## config.mk

```make
export PLATFORM = sky130hd
export DESIGN_NAME = easel_address_former
export DESIGN_NICKNAME = d
export VERILOG_FILES = /design/src/easel_pkg.sv /design/src/easel_file_select.sv /design/src/easel_address_former.sv
export SDC_FILE = /design/constraint.sdc
export NUM_CORES = 1
export LEC_CHECK = 0
export ABC_AREA = 1
export CAP_MARGIN = 20
export CELL_PAD_IN_SITES_DETAIL_PLACEMENT = 0
export CELL_PAD_IN_SITES_GLOBAL_PLACEMENT = 2
export CORE_AREA = 2 2 251 253
export CTS_BUF_LIST = sky130_fd_sc_hd__clkbuf_16
export DETAILED_ROUTE_END_ITERATION = 16
export DIE_AREA = 0 0 253 255
export DONT_BUFFER_PORTS = 1
export PLACE_DENSITY_LB_ADDON = 0.1
export SETUP_SLACK_MARGIN = 0.15
export SLEW_MARGIN = 20
export SYNTH_ARGS = -nofsm -noshare
export SYNTH_HDL_FRONTEND = slang
export SYNTH_SLANG_ARGS = --single-unit
```

## constraint.sdc

```tcl
create_clock -name clk_sys -period 4 [get_ports clk_sys]
set_clock_uncertainty 0.2 [all_clocks]
set_input_delay 0.8 -clock clk_sys [delete_from_list [all_inputs] [get_ports clk_sys]]
set_output_delay 0.8 -clock clk_sys [all_outputs]
set_load 0.1 [all_outputs]
```

## src/easel_pkg.sv

```systemverilog
package easel_pkg;
  // addressing modes
  typedef enum logic [1:0] {
    EASEL_MODE_S,
    EASEL_MODE_R,
    EASEL_MODE_V,
    EASEL_MODE_I
  } easel_mode_t;

  // formation types
  typedef enum logic [2:0] {
    EASEL_FORM_DIRECT,
    EASEL_FORM_INDEXED,
    EASEL_FORM_INDIRECT,
    EASEL_FORM_PREINDEX,
    EASEL_FORM_POSTINDEX
  } easel_form_t;

  // base file read address codes
  localparam logic [3:0] EASEL_BA_GR_TOP = 4'h7;
  localparam logic [3:0] EASEL_BA_ZERO_A = 4'h8;
  localparam logic [3:0] EASEL_BA_FLOAT_REG_ZERO = 4'h9;
  localparam logic [3:0] EASEL_BA_ZERO_B = 4'ha;
  localparam logic [3:0] EASEL_BA_FLOAT_REG_ONE = 4'hb;
  localparam logic [3:0] EASEL_BA_PB = 4'hc;
  localparam logic [3:0] EASEL_BA_SB = 4'hd;
  localparam logic [3:0] EASEL_BA_LB = 4'he;
  localparam logic [3:0] EASEL_BA_XB = 4'hf;
  localparam int EASEL_BA_BASE_POS = 3;

  // 32I register field patterns, opcode bits 12..16
  localparam logic [4:0] EASEL_RR_FLOAT_REG_ZERO = 5'h06;
  localparam logic [4:0] EASEL_RR_FLOAT_REG_ONE = 5'h0e;

  // index file selection outside I mode
  localparam logic [2:0] EASEL_IX_Y = 3'h5;
  localparam logic [2:0] EASEL_IX_X = 3'h7;

  // reset values
  localparam logic [31:0] EASEL_EA_RST = 32'h0000_0000;
  localparam logic [3:0] EASEL_BA_RST = 4'hc;

  // decoded instruction from the decoder side
  typedef struct packed {
    logic [15:0] opcode;        // opcode[15] is bit 1, opcode[0] is bit 16
    logic [15:0] displacement;
    easel_mode_t mode;
    logic reg_to_reg;           // 32I floating or integer register-to-register
    logic generic;
    logic rel_to_pc;            // sector or procedure relative
    logic [1:0] base_select;    // memory ref base: 0 pb,1 sb,2 lb,3 xb
    easel_form_t form;
  } easel_instr_t;

  // word answered by the storage unit for an indirect fetch
  typedef struct packed {
    logic [31:0] word;
    logic chain;                // location holds a further indirection
  } easel_ind_t;
endpackage

```

## src/easel_file_select.sv

```systemverilog
`timescale 1ns/1ps
module easel_file_select (
  // instruction in stage 4
  input wire easel_pkg::easel_instr_t instr,
  input wire logic indirect_phase1,
  // selection
  output logic [3:0] base_file_read_addr,
  output logic [2:0] index_file_read_addr,
  output logic base_needed_flag
);
  import easel_pkg::*;

  // opcode bit k (1..16) sits at instr.opcode[16-k]
  logic [4:0] rr_field;
  logic force_base;

  always_comb begin
    rr_field = instr.opcode[4:0];
    force_base = (instr.mode != EASEL_MODE_I) || !instr.reg_to_reg;
    base_needed_flag = (instr.mode == EASEL_MODE_I) && !instr.reg_to_reg;
    base_file_read_addr = EASEL_BA_PB;
    if (indirect_phase1) begin
      base_file_read_addr = EASEL_BA_PB;
    end else if (force_base) begin
      if (instr.generic) begin
        base_file_read_addr = EASEL_BA_PB;
      end else begin
        base_file_read_addr = {2'b11, instr.base_select};
      end
    end else if (rr_field == EASEL_RR_FLOAT_REG_ZERO) begin
      base_file_read_addr = EASEL_BA_FLOAT_REG_ZERO;
    end else if (rr_field == EASEL_RR_FLOAT_REG_ONE) begin
      base_file_read_addr = EASEL_BA_FLOAT_REG_ONE;
    end else if (rr_field[1:0] == 2'b00) begin
      base_file_read_addr = {1'b0, rr_field[4:2]};
    end
    if (instr.mode == EASEL_MODE_I) begin
      index_file_read_addr = instr.opcode[4:2];
    end else if (instr.opcode[14]) begin
      index_file_read_addr = EASEL_IX_X;
    end else begin
      index_file_read_addr = EASEL_IX_Y;
    end
  end
endmodule // easel_file_select

```

## src/easel_address_former.sv

```systemverilog
`timescale 1ns/1ps
// Functional notes
// - base and index file addresses come from opcode and mode in stage 4
// - base port word is 32 bits in two halves, index port 16 bits
// - base codes 0000..0111 read general register N, both halves
// - 1001 floating 0, 1011 floating 1, 1000 and 1010 read zero
// - 1100 procedure base high with zero low; 1101..1111 stack, link, auxiliary
// - relative and generic instructions use program counter low as low word
// - force base codes outside I mode and for I non-register ops; flag only the I non-register case
// - generic instructions select the procedure base
// - first phase of indirection selects procedure base to supply zero
// - procedure base is the default base selection
// - 32I register ops pick register from opcode bits 12..16
// - I mode index address is opcode bits 12..14
// - outside I mode opcode bit 2 picks Y or X index
// - form type is direct, indexed, indirect or indirect indexed
// - address formed in stages 5 and 6, loaded at end of stage 6 for direct and indexed forms
// - direct address is base plus displacement
// - indexed address is base plus index plus displacement
// - short indirection uses fetched procedure word as the address
// - multi-level indirection follows the chain to its end
// - long indirection uses fetched 32-bit word as the address
// - preindex: base plus index plus displacement, then resolve chain
// - postindex: base plus displacement, resolve chain, then add index
// - microcode-assisted formation stalls the pipeline front end
module easel_address_former (
  // clock and reset
  input wire logic clk_sys,
  input wire logic rst_n,
  // pipeline beat strobes
  input wire logic stage4_end,
  input wire logic stage5_end,
  input wire logic stage6_end,
  // decoded instruction
  input wire easel_pkg::easel_instr_t instr,
  input wire logic [15:0] program_counter_low,
  // register file contents
  input wire logic [15:0] general_high [8],
  input wire logic [15:0] general_low [8],
  input wire logic [31:0] float_reg_zero,
  input wire logic [31:0] float_reg_one,
  input wire logic [15:0] procedure_base_high,
  input wire logic [31:0] stack_base,
  input wire logic [31:0] link_base,
  input wire logic [31:0] auxiliary_base,
  // indirect fetch with storage unit
  output logic ind_fetch_req,
  output logic [31:0] ind_fetch_addr,
  input wire logic ind_fetch_ack,
  input wire easel_pkg::easel_ind_t ind_fetch_data,
  // outputs
  output logic [3:0] base_file_read_addr,
  output logic [2:0] index_file_read_addr,
  output logic base_needed_flag,
  output logic [15:0] base_port_high,
  output logic [15:0] base_port_low,
  output logic [15:0] index_port_word,
  output logic [31:0] cache_addr,
  output logic cache_addr_load,
  output logic front_end_stall,
  output logic busy
);
  import easel_pkg::*;

  typedef enum logic [2:0] {
    EASEL_ST_IDLE,
    EASEL_ST_S5,
    EASEL_ST_S6,
    EASEL_ST_FETCH,
    EASEL_ST_DONE
  } easel_state_t;

  logic [3:0] ba_sel;
  logic [2:0] ix_sel;
  logic bn_sel;
  logic [15:0] bh_mux;
  logic [15:0] bl_mux;
  logic [15:0] ix_mux;
  logic [15:0] bl_file;
  logic phase1;

  easel_file_select u_select (
    .instr(instr),
    .indirect_phase1(phase1),
    .base_file_read_addr(ba_sel),
    .index_file_read_addr(ix_sel),
    .base_needed_flag(bn_sel)
  );

  // base and index read ports
  always_comb begin
    bh_mux = 16'h0000;
    bl_mux = 16'h0000;
    unique case (ba_sel)
      EASEL_BA_ZERO_A, EASEL_BA_ZERO_B: begin
        bh_mux = 16'h0000;
        bl_mux = 16'h0000;
      end
      EASEL_BA_FLOAT_REG_ZERO: {bh_mux, bl_mux} = float_reg_zero;
      EASEL_BA_FLOAT_REG_ONE: {bh_mux, bl_mux} = float_reg_one;
      EASEL_BA_PB: begin
        bh_mux = procedure_base_high;
        bl_mux = 16'h0000;
      end
      EASEL_BA_SB: {bh_mux, bl_mux} = stack_base;
      EASEL_BA_LB: {bh_mux, bl_mux} = link_base;
      EASEL_BA_XB: {bh_mux, bl_mux} = auxiliary_base;
      default: begin
        bh_mux = general_high[ba_sel[2:0]];
        bl_mux = general_low[ba_sel[2:0]];
      end
    endcase
    bl_file = bl_mux;
    if (instr.rel_to_pc || instr.generic) begin
      bl_mux = program_counter_low;
    end
    ix_mux = general_high[ix_sel];
  end

  // stage 4 capture
  logic [3:0] ba_reg, ba_next;
  logic [2:0] ix_reg, ix_next;
  logic bn_reg, bn_next;
  logic [15:0] bh_reg, bh_next;
  logic [15:0] bl_reg, bl_next;
  logic [15:0] xw_reg, xw_next;
  logic [15:0] disp_reg, disp_next;
  easel_form_t form_reg, form_next;

  // formation pipeline
  easel_state_t st_reg, st_next;
  logic [31:0] sum_reg, sum_next;
  logic [31:0] ea_reg, ea_next;
  logic load_reg, load_next;
  logic req_reg, req_next;
  logic [31:0] faddr_reg, faddr_next;
  // phase one reads the procedure base; its low half is the zero added after post-indexing
  logic [15:0] pz_reg, pz_next;

  logic [31:0] base_word;
  logic [31:0] index_word;
  logic [31:0] disp_word;
  logic needs_ucode;

  always_comb begin
    base_word = {bh_reg, bl_reg};
    index_word = {16'h0000, xw_reg};
    disp_word = {16'h0000, disp_reg};
    needs_ucode = (form_reg == EASEL_FORM_INDIRECT) || (form_reg == EASEL_FORM_PREINDEX) ||
                  (form_reg == EASEL_FORM_POSTINDEX);
    phase1 = (form_reg == EASEL_FORM_INDIRECT || form_reg == EASEL_FORM_POSTINDEX) &&
             (st_reg == EASEL_ST_S5);
  end

  // stage 4 registers
  always_comb begin
    ba_next = ba_reg;
    ix_next = ix_reg;
    bn_next = bn_reg;
    bh_next = bh_reg;
    bl_next = bl_reg;
    xw_next = xw_reg;
    disp_next = disp_reg;
    form_next = form_reg;
    // no new instruction is taken while the fetch chain runs
    if (stage4_end && !front_end_stall) begin
      ba_next = ba_sel;
      ix_next = ix_sel;
      bn_next = bn_sel;
      bh_next = bh_mux;
      bl_next = bl_mux;
      xw_next = ix_mux;
      disp_next = instr.displacement;
      form_next = instr.form;
    end
  end

  always_ff @(posedge clk_sys or negedge rst_n) begin
    if (!rst_n) begin
      ba_reg <= EASEL_BA_RST;
      ix_reg <= 3'h0;
      bn_reg <= 1'b0;
      bh_reg <= 16'h0000;
      bl_reg <= 16'h0000;
      xw_reg <= 16'h0000;
      disp_reg <= 16'h0000;
      form_reg <= EASEL_FORM_DIRECT;
    end else begin
      ba_reg <= ba_next;
      ix_reg <= ix_next;
      bn_reg <= bn_next;
      bh_reg <= bh_next;
      bl_reg <= bl_next;
      xw_reg <= xw_next;
      disp_reg <= disp_next;
      form_reg <= form_next;
    end
  end

  // formation sequence
  always_comb begin
    st_next = st_reg;
    sum_next = sum_reg;
    ea_next = ea_reg;
    load_next = 1'b0;
    req_next = req_reg;
    faddr_next = faddr_reg;
    pz_next = pz_reg;
    unique case (st_reg)
      EASEL_ST_IDLE: begin
        if (stage4_end) begin
          st_next = EASEL_ST_S5;
        end
      end
      EASEL_ST_S5: begin
        if (stage5_end) begin
          if (phase1) begin
            pz_next = bl_file;
          end
          unique case (form_reg)
            EASEL_FORM_DIRECT, EASEL_FORM_INDIRECT, EASEL_FORM_POSTINDEX:
              sum_next = base_word + disp_word;
            default:
              sum_next = base_word + index_word + disp_word;
          endcase
          st_next = EASEL_ST_S6;
        end
      end
      EASEL_ST_S6: begin
        if (stage6_end) begin
          if (needs_ucode) begin
            req_next = 1'b1;
            faddr_next = sum_reg;
            st_next = EASEL_ST_FETCH;
          end else begin
            ea_next = sum_reg;
            load_next = 1'b1;
            st_next = EASEL_ST_IDLE;
          end
        end
      end
      EASEL_ST_FETCH: begin
        if (ind_fetch_ack) begin
          // a chained word becomes the next fetch address
          if (ind_fetch_data.chain) begin
            faddr_next = ind_fetch_data.word;
          end else begin
            req_next = 1'b0;
            st_next = EASEL_ST_DONE;
            if (form_reg == EASEL_FORM_POSTINDEX) begin
              ea_next = ind_fetch_data.word + index_word + {16'h0000, pz_reg};
            end else begin
              ea_next = ind_fetch_data.word;
            end
          end
        end
      end
      EASEL_ST_DONE: begin
        load_next = 1'b1;
        st_next = EASEL_ST_IDLE;
      end
      default: st_next = EASEL_ST_IDLE;
    endcase
  end

  always_ff @(posedge clk_sys or negedge rst_n) begin
    if (!rst_n) begin
      st_reg <= EASEL_ST_IDLE;
      sum_reg <= EASEL_EA_RST;
      ea_reg <= EASEL_EA_RST;
      load_reg <= 1'b0;
      req_reg <= 1'b0;
      faddr_reg <= EASEL_EA_RST;
      pz_reg <= 16'h0000;
    end else begin
      st_reg <= st_next;
      sum_reg <= sum_next;
      ea_reg <= ea_next;
      load_reg <= load_next;
      req_reg <= req_next;
      faddr_reg <= faddr_next;
      pz_reg <= pz_next;
    end
  end

  always_comb begin
    base_file_read_addr = ba_reg;
    index_file_read_addr = ix_reg;
    base_needed_flag = bn_reg;
    base_port_high = bh_reg;
    base_port_low = bl_reg;
    index_port_word = xw_reg;
    cache_addr = ea_reg;
    cache_addr_load = load_reg;
    ind_fetch_req = req_reg;
    ind_fetch_addr = faddr_reg;
    front_end_stall = (st_reg == EASEL_ST_FETCH) || (st_reg == EASEL_ST_DONE);
    busy = (st_reg != EASEL_ST_IDLE);
  end
endmodule // easel_address_former

```

-- Word-level counts from Yosys, hierarchy flattened
Cells that the tools add are included.
- add/subtract/negate cells: 5
- multipliers: 0
- divide/modulo/power cells: 0
- $lt $le $gt $ge: 2
- eq/ne operators: 27
- shift-type cells: 0
- muxes and demuxes: 47
- bitwise gates (word level): 2
- reduce and logical (&&, ||, !) cells: 25
- operator list (cell ; number):
    32-bit 2-to-1 mux ; 10
    32-bit by 16-bit adder with 32-bit output ; 5
    16-bit binary-select mux with 3-bit select ; 3
    32-bit one-hot mux with 2 select lines ; 2
    16-bit 2-to-1 mux ; 7
    16-bit one-hot mux with 7 select lines ; 1
    16-bit one-hot mux with 6 select lines ; 1
    4-bit == test, second input constant ; 8
    4-bit 2-to-1 mux ; 5
    5-bit AND reduction ; 4
    3-bit 2-to-1 mux ; 6
    2-bit != test, second input constant ; 9
    3-bit by 2-bit == test with 1-bit output, second input constant ; 4
    3-bit one-hot mux with 4 select lines ; 1
    4-bit >= comparator, second input constant ; 2
    3-bit inverter with 4-bit output ; 2
    3-bit == test, second input constant ; 2
    3-bit logical NOT ; 2
    1-bit logical OR ; 6
    1-bit 2-to-1 mux ; 6
    2-bit 2-to-1 mux ; 3
    3-bit OR reduction ; 2
    5-bit by 3-bit == test with 1-bit output, second input constant ; 1
    5-bit by 4-bit == test with 1-bit output, second input constant ; 1
    11 further kinds ; 15
- flip-flop bits (word level): 192
- bits in latches: 0
- bits in writable memories: 0
- ROM bits: 0
- input port bits: 529
- output and inout bits: 124
- memories kept: 0

-- Longest topological paths before layout
- depth in word-level cells: 12
- depth in mapped cells: 19
- depth with buffers taken out: 19

-- Cells and area by module
From an unflattened synthesis, not the netlist that was laid out.
- cell total of the unflattened synthesis: 2786
- area total of the unflattened synthesis: 17483.0 µm²
- by module, submodules not included (module ; times used ; cells an instance ; area each (µm²)):
    easel_address_former ; 1 ; 2752 ; 17321.6
    easel_file_select ; 1 ; 34 ; 161.4

-- Worst setup path before layout
OpenSTA, ideal clock, no wires.
- path type: reg-to-reg
- from: register xw_reg[0], in the netlist index_port_word[0]
- to: register ea_reg[19], in the netlist cache_addr[19]
- setup time: 0.067 ns
- data arrival time: 3.650 ns
- required time: 3.733 ns
- slack: 0.083 ns
- stages on the path, launching flop included: 18
- path buffers: 1
- cells stage by stage: dfrtp_1 -> inv_1 -> fa_1 -> inv_1 -> ha_1 -> inv_1 -> fa_1 -> nand3b_1 -> nand2_1 -> a21oi_1 -> o21ai_0 -> nand2_1 -> nand2_1 -> buf_2 -> nand3_1 -> nand3_1 -> o21ai_0 -> inv_1
- longest elaborated chain between the ends: 6
- RTL lines (what ; RTL line ; RTL):
    start: declaration ; easel_address_former.sv:126 ; logic [15:0] xw_reg, xw_next;
    start signal: assignment ; easel_address_former.sv:194 ; xw_reg <= xw_next;
    32-bit by 16-bit adder with 32-bit output (2 in series) ; easel_address_former.sv:251 ; ea_next = ind_fetch_data.word + index_word + {16'h0000, pz_reg};
    32-bit 2-to-1 mux ; easel_address_former.sv:250 ; if (form_reg == EASEL_FORM_POSTINDEX) begin
    32-bit 2-to-1 mux ; easel_address_former.sv:245 ; if (ind_fetch_data.chain) begin
    32-bit 2-to-1 mux ; easel_address_former.sv:243 ; if (ind_fetch_ack) begin
    32-bit one-hot mux with 2 select lines ; easel_address_former.sv:209 ; unique case (st_reg)
    end signal: assignment ; easel_address_former.sv:278 ; ea_reg <= ea_next;
    end: declaration ; easel_address_former.sv:133 ; logic [31:0] ea_reg, ea_next;
Every way passes these cells. The select of a mux whose other input is x is not followed.
A chain may end at the register's enable or synchronous reset.

-- Worst setup path in the final report
- from: register xw_reg[1], in the netlist index_port_word[1]
- to: register sum_reg[23]
- longest elaborated chain between the ends: 3
- RTL lines (what ; RTL line ; RTL):
    32-bit by 16-bit adder with 32-bit output (2 in series) ; easel_address_former.sv:224 ; sum_next = base_word + index_word + disp_word;
    32-bit 2-to-1 mux ; easel_address_former.sv:220 ; unique case (form_reg)
    end signal: assignment ; easel_address_former.sv:277 ; sum_reg <= sum_next;
    end: declaration ; easel_address_former.sv:132 ; logic [31:0] sum_reg, sum_next;
Every way passes these cells.

==> results.md <==
* Tcrit/Tclk final at 0.898
* Sequential share of the synthesized area at 0.268
* Share of cells above drive strength 1 at 0.0633
* R2R cell count at 16
* Fin. Hold Viols at between 150 and 200
* Vias/cell at 5.43
* Starting DRT DRC Count at 1,624
* Inst Count DP at between 3,000 and 4,000
* Main combinational cell family by area after synthesis: simple AND/OR/NAND/NOR gates
* Setup Buffers After CTS at 0
* DRC at 0
* Synth Area in Compound Gates at 0.134
* # port buffers at 0
* Worst Slack Setup Final at 0.409 ns
* Startpoint Class: register
* Max-cap violations at 0
* Vias at approximately 20,000
* Die width at 253 microns
* Clock Power Share at 0.084
* Combinational Power Share at 0.597
* Fin util at 0.318
* Total grt overflow at 0
* Initial antenna violation count at 15
* Nets at between 3,000 and 4,000
* Setup crit end kind: register
* Pwr Density at ~1000 nW/um^2
* WP buf/inv at 3
* RSZ-0062 raised after global routing: true
* HPWL after DPL at between 80,000 and 90,000 microns
* Cell mode on critical path: nand2_1
* Simple-gate area share of the yosys netlist at 0.435
* Largest net degree at the start of global routing at 193
* Std-Cell Rows at just over 90
* Wire per inst at ~27 microns
* HP Class: primary input to async pin
* Sw frac at 0.654
* Post-Synthesis Cells at 2,943
* Post-synth top flop: dfrtp_1
* Mapped Avg Cell Area at ~6.1 sq um
* Post-Syn Nets at about 3,600
* Post-DRT Antenna Nets at 0
* Delay-heaviest family, CP: simple AND/OR/NAND/NOR gates
* Final Cell Area at about 20,000 sq um
* Failing checks: negative hold slack
* Int Power at 0.00713 W
* Fin. max-slew vios at 0
* Reg clk slew, reported paths at ~0.080 ns
* Synth-to-layout area growth at 10.2%
* Die Y at between 200 and 300 microns
* Post-Route WL at a little over 100,000 microns
* Slew HR at 0.233
* Worst-Skew Late Latency at roughly 0.50 ns
* Post-Syn Area at ~18,000 sq um
* # IOs at 653
* Min Tclk post-route at 3.59 ns
* Setup TNS at 0 ns
* Post-synthesis mux area share at 0
* Clock sink total at 192
* Distinct cells, synth at 49
* Number of synthesized flops with an enable pin at 0
* Final setup violating endpoints at 0
* CP max-delay cell: dfrtp_1
* Post-Synth Adder-Cell Area at 0.0726
* Fmax at around 0.28 GHz
* Synth Warn # at 0
* Max Root-Sink Buffers at 2
* Sequential share of power at 0.320
* Htree depth at 4
* Worst-path fanout max at 6
* CTS tree: done
* WHS at -0.212 ns
* Root Driver: clkbuf_16
* Worst vdd ir at around 580 uV
* GRT Overall Usage at 0.309
* Yosys reg bits at 192
* CP arrival at ~3.8 ns
* Synth Area in XOR/XNOR at 0.00782
* Global-route wire length before repair at around 140,000 microns
* Initial Util at 0.288
* Async SR Flop Fraction at 1.00
* CP Cell Sequence: fa_1 > ha_1 > inv_1 > fa_1 > inv_1 > nand3_1 > nand2_1 > a21boi_0 > inv_1 > nand2_1 > nand3_1 > nand2_1 > nand2_1 > or2_2 > nand3_1 > nand2_1
* GP Congestion at 0.927
* Worst-Margin Slew at between 1 and 1.5 ns
* Outcome: finished with violations
* Crit path largest cell delay at 0.62 ns
* Switching power at around 0.013 W
* Leakage at ~9.5 nW
* Core area at approximately 62,000 sq um
* CTS Buf Count at 17
* Fin cells at approximately 3,700
* Pre-CTS WS at 0.264 ns
* Pre-Repair DR Iteration Count at 8
* Vias in the first global route at roughly 20,000
* Setup Crit Path Kind: register to register
* Worst Path Required at between 4 and 5 ns
* DP Area at approximately 19,000 sq um
* Stages on worst setup path at 16
* Die area at 64,500 sq um
## per-stage QoR
stage | total power [W] | hold WS (ns)
final | 0.0206 | -0.212
after CTS | 0.0207 | -0.245
after global routing | 0.0221 | -0.240
after detailed placement | 0.0189 | 0.269
after floorplan | 0.0146 | 0.249
after global placement | 0.0189 | 0.268
## power by group through the flow
| stage | Combinational [W] | Clock [W] | Sequential, W |
|---|---|---|---|
| finish | 0.0123 | 0.00172 | 0.00658 |
| global route | 0.0136 | 0.00184 | 0.00671 |
| CTS | 0.0123 | 0.00177 | 0.00662 |
| detailed placement | 0.0123 | 0 | 0.00666 |
| global placement | 0.0123 | 0 | 0.00662 |
| floorplan | 0.00691 | 0 | 0.00774 |
## worst register-to-register path: stages, from the launching register on
cell and delay, ns:
dfrtp_1 0.62, fa_1 0.50, ha_1 0.21, inv_1 0.08
fa_1 0.17, inv_1 0.07, nand3_1 0.07, nand2_1 0.13
a21boi_0 0.46, inv_1 0.15, nand2_1 0.10, nand3_1 0.07
nand2_1 0.06, nand2_1 0.16, or2_2 0.32, nand3_1 0.07
nand2_1 0.05
## cells by family after synthesis
logic type / after synthesis
compound gates: 431
buf+inv: 362
flops: 192
simple gates: 1859
xor+xnor: 16
fa+ha+maj: 83
## layout make-up
type                            count  area [sq um]
Antenna cell                       10          25.0
Clock buffer                       17           425
Clock inverter                     15           131
Fill cell                        7107         42400
Inverter                          208           785
Multi-Input combinational cell   2389         11700
Sequential cell                   192          4810
Tap cell                          799          1000
Timing Repair Buffer              102           886
## final timing paths
path                                 endpoint  slack [ns]          startpoint
max                               sum_reg[23]        0.41  index_port_word[1]
min reg2reg                       sum_reg[29]        0.28         sum_reg[29]
min                                 st_reg[1]       -0.21               rst_n
min in group clk_sys         base_needed_flag        0.20            instr[7]
max in group asynchronous  base_port_high[11]        3.45               rst_n
max reg2reg                       sum_reg[23]        0.41  index_port_word[1]
## metal layers
| layer | vias to the layer above | wire [microns] | GRT usage | share of wire |
|---|---|---|---|---|
| met5 | - | 46 | 0 | 0.00046 |
| met3 | 100 | 8790 | 0.0638 | 0.087 |
| li1 | 9622 | - | - | - |
| met4 | 4 | 2750 | 0.0901 | 0.027 |
| met2 | 802 | 46200 | 0.503 | 0.46 |
| met1 | 9737 | 43000 | 0.413 | 0.43 |
## cells in the mapped netlist, types with 2 or more instances
library cell,count,area share
a21boi_0,2,0.00084
a21o_1,4,0.0017
a21oi_1,135,0.038
a21oi_2,2,0.00098
a22oi_1,32,0.013
a31oi_1,49,0.017
buf_1,4,0.00084
buf_2,60,0.017
buf_4,9,0.0038
clkbuf_1,81,0.017
dfrtp_1,190,0.27
dfstp_2,2,0.0029
fa_1,35,0.039
ha_1,48,0.034
inv_1,194,0.041
inv_2,13,0.0027
nand2_1,1003,0.21
nand2_2,6,0.0021
nand3_1,431,0.12
nand3_2,2,0.0011
nand3b_1,8,0.0034
nand4_1,33,0.012
nor2_1,330,0.069
nor2_2,4,0.0014
nor2_4,4,0.0025
nor3_1,13,0.0036
nor3_4,2,0.0018
nor3b_1,3,0.0013
nor4_1,4,0.0014
o211ai_1,4,0.0017
o21a_1,3,0.0013
o21ai_0,174,0.049
o21ai_1,2,0.00056
o221ai_1,2,0.00098
o22a_1,2,0.00098
o22ai_1,13,0.0045
o31ai_1,3,0.0013
or2_0,5,0.0017
or2_2,8,0.0028
xnor2_1,5,0.0024
xor2_1,11,0.0054
## layout by cell type, fill, tap and decap left out, types with 6 or more instances in the layout
cell | synthesis | routed
nor3_1 | 13 | 13
o22ai_1 | 13 | 13
a22oi_1 | 32 | 32
buf_4 | 9 | 93
nand4_1 | 33 | 33
a31oi_1 | 49 | 49
buf_12 | 0 | 8
ha_1 | 48 | 48
o21ai_0 | 174 | 173
nor2_1 | 330 | 325
inv_1 | 194 | 195
nand3b_1 | 8 | 8
dfrtp_1 | 190 | 189
xor2_1 | 11 | 11
a21oi_1 | 135 | 135
diode_2 | 0 | 10
nand2_2 | 6 | 6
fa_1 | 35 | 35
inv_2 | 13 | 12
clkbuf_16 | 0 | 17
nand2_1 | 1003 | 1003
nand3_1 | 431 | 431
nor2_4 | 4 | 8
or2_2 | 8 | 8
## repair_timing
item | 4_1_cts | 5_1_grt
setup endpoints to repair | 0 | 1
endpoints found under the hold margin | 192 | 190
resized for setup | 0 | 1
Power figures use the tool's default switching activity.
